`src/logic/bus_timing_map.svh`:
```
`ifndef BUS_TIMING_MAP_SVH
`define BUS_TIMING_MAP_SVH
// double-rate clock cycles of one bus clock period
`define BT_DR_PER_BUS 2'd2
// read sample point after address, non-pipelined, in double-rate cycles
`define BT_READ_SAMPLE_DR 4'd4
// write data lead before cycle end, in double-rate cycles
`define BT_WDATA_LEAD_DR 4'd3
// write data hold after cycle end, in double-rate cycles
`define BT_WDATA_HOLD_DR 4'd1
// wait state length in nanoseconds at a 20 MHz bus clock
`define BT_WAIT_NS 50
`define BT_CLK_NS 25
`define BT_WAIT_CYC ((`BT_WAIT_NS + `BT_CLK_NS - 1) / `BT_CLK_NS)
`endif

```
`src/logic/bus_timing_pkg.sv`:
```
package bus_timing_pkg;
   typedef enum logic [2:0] {
      st_idle,
      st_first,
      st_second,
      st_hold
   } cyc_state_e;

   typedef struct packed {
      logic [31:0] addr;
      logic [31:0] wdata;
      logic write;
      logic pipelined;
   } bus_req_s;

   typedef struct packed {
      logic [31:0] rdata;
      logic done;
   } bus_rsp_s;
endpackage

```
`src/logic/pin_sync3.sv`:
```
`timescale 1ns/10ps
// three-stage synchroniser; change accepted when stages two and three agree
module pin_sync3 (
   input wire logic sys_clk,
   input wire logic resetn,
   input wire logic pin,
   output logic level
);
   logic [2:0] stage_reg;

   // shift chain
   always_ff @(posedge sys_clk or negedge resetn) begin
      if (!resetn) begin
         stage_reg <= 3'h0;
      end else begin
         stage_reg <= {stage_reg[1:0], pin};
      end
   end

   // hold last agreed value
   always_ff @(posedge sys_clk or negedge resetn) begin
      if (!resetn) begin
         level <= 1'b0;
      end else if (stage_reg[1] == stage_reg[2]) begin
         level <= stage_reg[2];
      end
   end
endmodule

```
`src/logic/local_bus_cycle_timing.sv`:
```
`timescale 1ns/10ps
`include "bus_timing_map.svh"
// Bus cycle timing rules
// ready is ignored during the whole first bus clock period of a cycle.
// later, ready sampled at each period's last edge; cycle ends when found.
// external generator makes bus clock at half the double-rate clock.
// internal bus phase aligns to external half clock at reset release.
// external half clock low in phase 1, high in phase 2.
// external reset is released during phase 2, synchronous to clock.
// outside logic samples start strobe on edges at end of phase 2.
// read data sampled four double-rate cycles after address, no waits.
// pipelined address comes one bus period earlier than non-pipelined; here it leads by at most one double-rate cycle.
// each wait state adds one bus clock period.
// write data driven three double-rate cycles before end, plus waits.
// write data held one double-rate cycle after cycle end; here it is held for two.
// outside ready due within four cycles of address, extended by waits.
// bus controller registers run on the double-rate clock.
// half-clock start strobe synchroniser optional outside.
// controller toggles phase flag every edge from reset phase.
module local_bus_cycle_timing (
   input wire logic sys_clk,
   input wire logic resetn,
   input wire logic half_clock,
   input wire logic ready_n,
   input wire logic req_valid,
   input wire bus_timing_pkg::bus_req_s req,
   input wire logic [31:0] data_in,
   output bus_timing_pkg::bus_rsp_s rsp,
   output logic req_ready,
   output logic phase2,
   output logic cycle_start_strobe_n,
   output logic [31:0] addr_out,
   output logic addr_valid,
   output logic [31:0] data_out,
   output logic data_oe_n,
   output logic [7:0] wait_count
);
   bus_timing_pkg::cyc_state_e state_reg, state_next;
   bus_timing_pkg::bus_req_s cur_reg;
   logic half_sync;
   logic aligned_reg;
   logic [1:0] hold_reg;

   pin_sync3 u_half (
      .sys_clk(sys_clk),
      .resetn(resetn),
      .pin(half_clock),
      .level(half_sync)
   );

   // cycle starts only on a phase-2 edge so T-states line up with bus clock
   wire at_period_end = phase2;
   wire start = (state_reg == bus_timing_pkg::st_idle) && req_valid && aligned_reg && at_period_end;
   // ready only looked at on the last edge of second and later periods
   wire sample_ready = (state_reg == bus_timing_pkg::st_second) && at_period_end;
   wire cyc_end = sample_ready && !ready_n;
   // a period that ends without ready is one wait state
   wire add_wait = sample_ready && ready_n;

   // next state
   always_comb begin
      state_next = state_reg;
      case (state_reg)
         bus_timing_pkg::st_idle: if (start) state_next = bus_timing_pkg::st_first;
         bus_timing_pkg::st_first: if (at_period_end) state_next = bus_timing_pkg::st_second;
         bus_timing_pkg::st_second: if (cyc_end) state_next = bus_timing_pkg::st_hold;
         bus_timing_pkg::st_hold: state_next = bus_timing_pkg::st_idle;
         default: state_next = bus_timing_pkg::st_idle;
      endcase
   end

   // phase flag; resynchronised to half clock once after reset
   always_ff @(posedge sys_clk or negedge resetn) begin
      if (!resetn) begin
         phase2 <= 1'b0;
         aligned_reg <= 1'b0;
      end else if (!aligned_reg) begin
         phase2 <= !half_sync;
         aligned_reg <= 1'b1;
      end else begin
         phase2 <= !phase2;
      end
   end

   // state and captured request
   always_ff @(posedge sys_clk or negedge resetn) begin
      if (!resetn) begin
         state_reg <= bus_timing_pkg::st_idle;
         cur_reg <= '0;
      end else begin
         state_reg <= state_next;
         if (start) cur_reg <= req;
      end
   end

   // address and strobe; pipelined address shows at the first idle edge with a request, one double-rate cycle earlier only if that is a phase-1 edge
   always_ff @(posedge sys_clk or negedge resetn) begin
      if (!resetn) begin
         addr_out <= 32'h0;
         addr_valid <= 1'b0;
         cycle_start_strobe_n <= 1'b1;
      end else begin
         if (req_valid && req.pipelined && state_reg == bus_timing_pkg::st_idle) begin
            addr_out <= req.addr;
            addr_valid <= 1'b1;
         end else if (start) begin
            addr_out <= req.addr;
            addr_valid <= 1'b1;
         end else if (state_reg == bus_timing_pkg::st_hold) begin
            addr_valid <= 1'b0;
         end
         cycle_start_strobe_n <= !start;
      end
   end

   // write data driven from one edge after cycle start (3 edges before earliest end) to two edges after end
   always_ff @(posedge sys_clk or negedge resetn) begin
      if (!resetn) begin
         data_out <= 32'h0;
         data_oe_n <= 1'b1;
         hold_reg <= 2'h0;
      end else begin
         if (state_reg == bus_timing_pkg::st_first && cur_reg.write && !phase2) begin
            data_out <= cur_reg.wdata;
            data_oe_n <= 1'b0;
         end else if (cyc_end && cur_reg.write) begin
            hold_reg <= 2'(`BT_WDATA_HOLD_DR);
         end else if (hold_reg != 2'h0) begin
            hold_reg <= hold_reg - 2'h1;
         end else if (state_reg == bus_timing_pkg::st_idle) begin
            data_oe_n <= 1'b1;
         end
      end
   end

   // read data capture, wait count, completion
   always_ff @(posedge sys_clk or negedge resetn) begin
      if (!resetn) begin
         rsp <= '0;
         wait_count <= 8'h0;
         req_ready <= 1'b0;
      end else begin
         rsp.done <= cyc_end;
         if (cyc_end && !cur_reg.write) rsp.rdata <= data_in;
         if (start) wait_count <= 8'h0;
         else if (add_wait) wait_count <= wait_count + 8'h1;
         req_ready <= start;
      end
   end
endmodule

```
`config.mk`:
```
export PLATFORM = sky130hd
export DESIGN_NAME = local_bus_cycle_timing
export DESIGN_NICKNAME = d
export VERILOG_FILES = /design/src/logic/bus_timing_pkg.sv /design/src/logic/pin_sync3.sv /design/src/logic/local_bus_cycle_timing.sv
export VERILOG_INCLUDE_DIRS = /design/src /design/src/logic
export SDC_FILE = /design/constraint.sdc
export NUM_CORES = 1
export LEC_CHECK = 0
export BUFFER_PORTS_ARGS = -buffer_cell sky130_fd_sc_hd__buf_4
export CAP_MARGIN = 25
export CORE_ASPECT_RATIO = 1.75
export CORE_MARGIN = 3
export CORE_UTILIZATION = 40
export CTS_CLUSTER_DIAMETER = 200
export DETAILED_ROUTE_END_ITERATION = 10
export PLACE_DENSITY = 0.69
export SLEW_MARGIN = 20
export SYNTH_ARGS = -nofsm -noshare
export SYNTH_HDL_FRONTEND = slang
export SYNTH_SLANG_ARGS = --single-unit
export TNS_END_PERCENT = 20
```
`constraint.sdc`:
```
create_clock -name sys_clk -period 2.1 [get_ports sys_clk]
set_clock_uncertainty 0.2 [all_clocks]
set_input_delay 0.315 -clock sys_clk [delete_from_list [all_inputs] [get_ports sys_clk]]
set_output_delay 0.315 -clock sys_clk [all_outputs]
set_load 0.05 [all_outputs]
```
==> results.md <==
- Minimum clock period: 2020 ps
- Worst path cell trace: inv_1, ha_1, buf_4, nand3_4, or4_1, a21oi_1
- Utilization after layout: between 60% and 70%
- Vias per cell: 4.81
- Distinct cells, synth: 38
- Chip width: 97.3 microns
- Unrepaired setup endpoints after global routing: false
- Net Count, Synth: 541
- Antenna diodes: 0
- Final wirelength: 15100 microns
- First-pass GRT wire length: 24400 microns
- Total Routing Usage GR: between 10% and 20%
- CTS buffer count: 17
- Final setup viols: 0
- Critical path fanouts, max: 8
- Total power: 15.5 mW
- DR WL/cell: 15.9 microns
- IO Pins: 213
- LEAKAGE: roughly 4.6 nW
- Layout cells sized above 1: 46.4%
- CP max-delay cell: or4_1
- Top FF cell, synth: dfrtp_1
- RR Endpoint: wait_count[5]
- Tightest Hold Check Type: input port to flip-flop
- CP Capture Type: flip-flop
- Die area: between 15000 and 20000 sq um
- Seq/Total Area, Yosys: 65.3%
- Clock latency on the worst-skew pair: 400 ps
- Hold Startpoint: req_valid
- Reg2reg path depth: 6
- Via count: between 4000 and 5000
- Clock-pin slew on the worst setup and hold paths: 60 ps
- DRT iter0 DRCs: approximately 140
- Layout area overhead: 60.9%
- Critical Path Source: state_reg[0]
- Syn Inst Count: 432
- Gpl congestion: a little over 0.8
- H-tree depth: 4
- WP data required: approximately 2200 ps
- Most frequent cells after synthesis: 150 x dfrtp_1, 103 x nand2_1, 95 x mux2_2, 9 x buf_2, 7 x a21oi_1
- Kind of critical path: flip-flop to flip-flop
- Drt drc: 0
- Top-count cell post-synth: dfrtp_1
- Slowest stage delay, CP: 530 ps
- Top post-synthesis cells by area: dfrtp_1 64%, mux2_2 18%, nand2_1 6.6%
- Worst reg-to-reg setup slack: 80 ps
- Final hold viol count: 0
- Synth warnings: 0
- Die Y: 166 microns
- DP HPWL: 10100 microns
- Vias in the first global route: between 5000 and 6000
- Area leader, netlist: dfrtp_1
- CP Data Arrival Time: 2140 ps
- Antenna-violating nets left: 0
- Setup crit end: wait_count[5]
- Setup TNS: 0 ps
- Slew Viols, Final: 0
- Root buffer selected by CTS: clkbuf_16
- Synth async-reset ratio: 100%
- Starting Density: 41.5%
- CTS tree: yes
- Startpoint Class: flip-flop
- FMAX: 0.494 GHz
- Maximum vdd drop: roughly 840 uV
- Cell Pwr Density: 1650 nW/um^2
- Top-area cell type share of the netlist area: 64.4%
- CTS Sinks: 152
- GR Overflow Total: 0
- TritonRoute pass-1 iters: 6
- Outcome: completed
- MaxCap Viol Count: 0
- Area of the mapped netlist: 5830 sq um
- Period utilization: 96.3%
- Row cnt: 57
- Largest net degree at the start of global routing: 44
- Core ar.: 14000 sq um
- Antenna violations before repair: 0
- #FFs+latches synth: 152
- Count of buffers from port buffering: 212
- Synthesized area per cell: 13.5 sq um
- EDFF count, synth: 0
- Final net count: 867
- Clock Path Buffers: 2
- Critical R2R Launch: state_reg[0]
==> final cells by class <==
type | count | area [sq um]
clock buffer | 19 | 443
fill | 999 | 4670
inverter | 6 | 22.5
clock inverter | 13 | 193
sequential | 152 | 3810
timing repair buffer | 325 | 2780
multi-input combinational | 256 | 1910
tap | 177 | 221
==> metal layers <==
layer  wire length [microns]  share of wire (%)  up-vias  GRT usage (%)
li1                        -                  -     2116              -
met1                    5350                 35     2262           18.9
met2                    8600                 57      145           35.7
met3                     597                4.0       38           3.91
met4                     556                3.7        0           8.98
met5                       0                  0        -              0
==> how the worst min path moves through the flow <==
stage | to | slack [ps] | cells past startpoint
final | addr_valid | 90 | 3
after floorplan | addr_out[0] | -180 | 0
after CTS | addr_valid | 70 | 3
after detailed placement | cur_reg[11] | 60 | 1
after global placement | data_out[8] | 60 | 1
after global routing | addr_valid | 100 | 3
==> report_power, final <==
part	internal (mW)	switching (mW)
sequential	4.23	0.729
clock	2.04	1.19
combinational	2.58	4.71
==> through the flow <==
| step | setup WS (ps) | hold slack (ps) | std cells | instance area, sq um |
|---|---|---|---|---|
| 6_report | 77.3 | 92.4 | 948 | 9380 |
| 5_1_grt | 6.68 | 98.0 | 948 | 9380 |
| 4_1_cts | 80.3 | 71.8 | 947 | 9380 |
| 3_5_place_dp | 102 | 64.8 | 814 | 7730 |
| 3_3_place_gp | 211 | 59.1 | 814 | 7730 |
| 2_1_floorplan | 66.7 | -181 | 432 | 5830 |
==> critical path, delay by kind of cell, from the launching register on <==
| family | cells | cell delay (ps) |
|---|---|---|
| AND/OR/NAND/NOR | 2 | 640 |
| adder cells (fa/ha/maj) | 1 | 250 |
| AO/OA/AOI/OAI | 1 | 180 |
| buffers and inverters | 2 | 270 |
| flip-flops | 1 | 410 |
==> cells in the final DEF, fill, tap and decap left out, drive strengths merged <==
cell,n
buf,224
dfrtp,150
nand2,103
dlygate4sd3,101
mux2,97
clkbuf,19
inv,9
a21oi,7
ha,6
nor2,5
clkinv,5
o21ai,4
bufinv,4
nand4,4
nand3,4
or3,3
mux2i,2
nand4b,2
o31ai,2
or4,2
dfstp,2
nand3b,1
a21boi,1
o21a,1
nor3,1
xor2,1
xnor2,1
and2,1
nor2b,1
o21ba,1
a221oi,1
o32a,1
maj3,1
o22ai,1
a31oi,1
conb,1
clkinvlp,1
==> what timing repair did <==
action / 4_1_cts / 5_1_grt
endpoints found under the setup margin: 0 / 2
endpoints found under the hold margin: 149 / 0
setup buffers: 0 / 1
gates resized for setup: 0 / 0
hold buffers: 101 / 0
==> logic make-up after synthesis <==
group,synth area share [%]
AOI/OAI and AO/OA,2.17
other,0.0643
buffers and inverters,2.12
muxes,19.1
xor gates and xnor gates,0.300
adders and majority gates,1.46
and+or+nand+nor,9.55
DFF,65.3
Power figures use the tool's default switching activity.
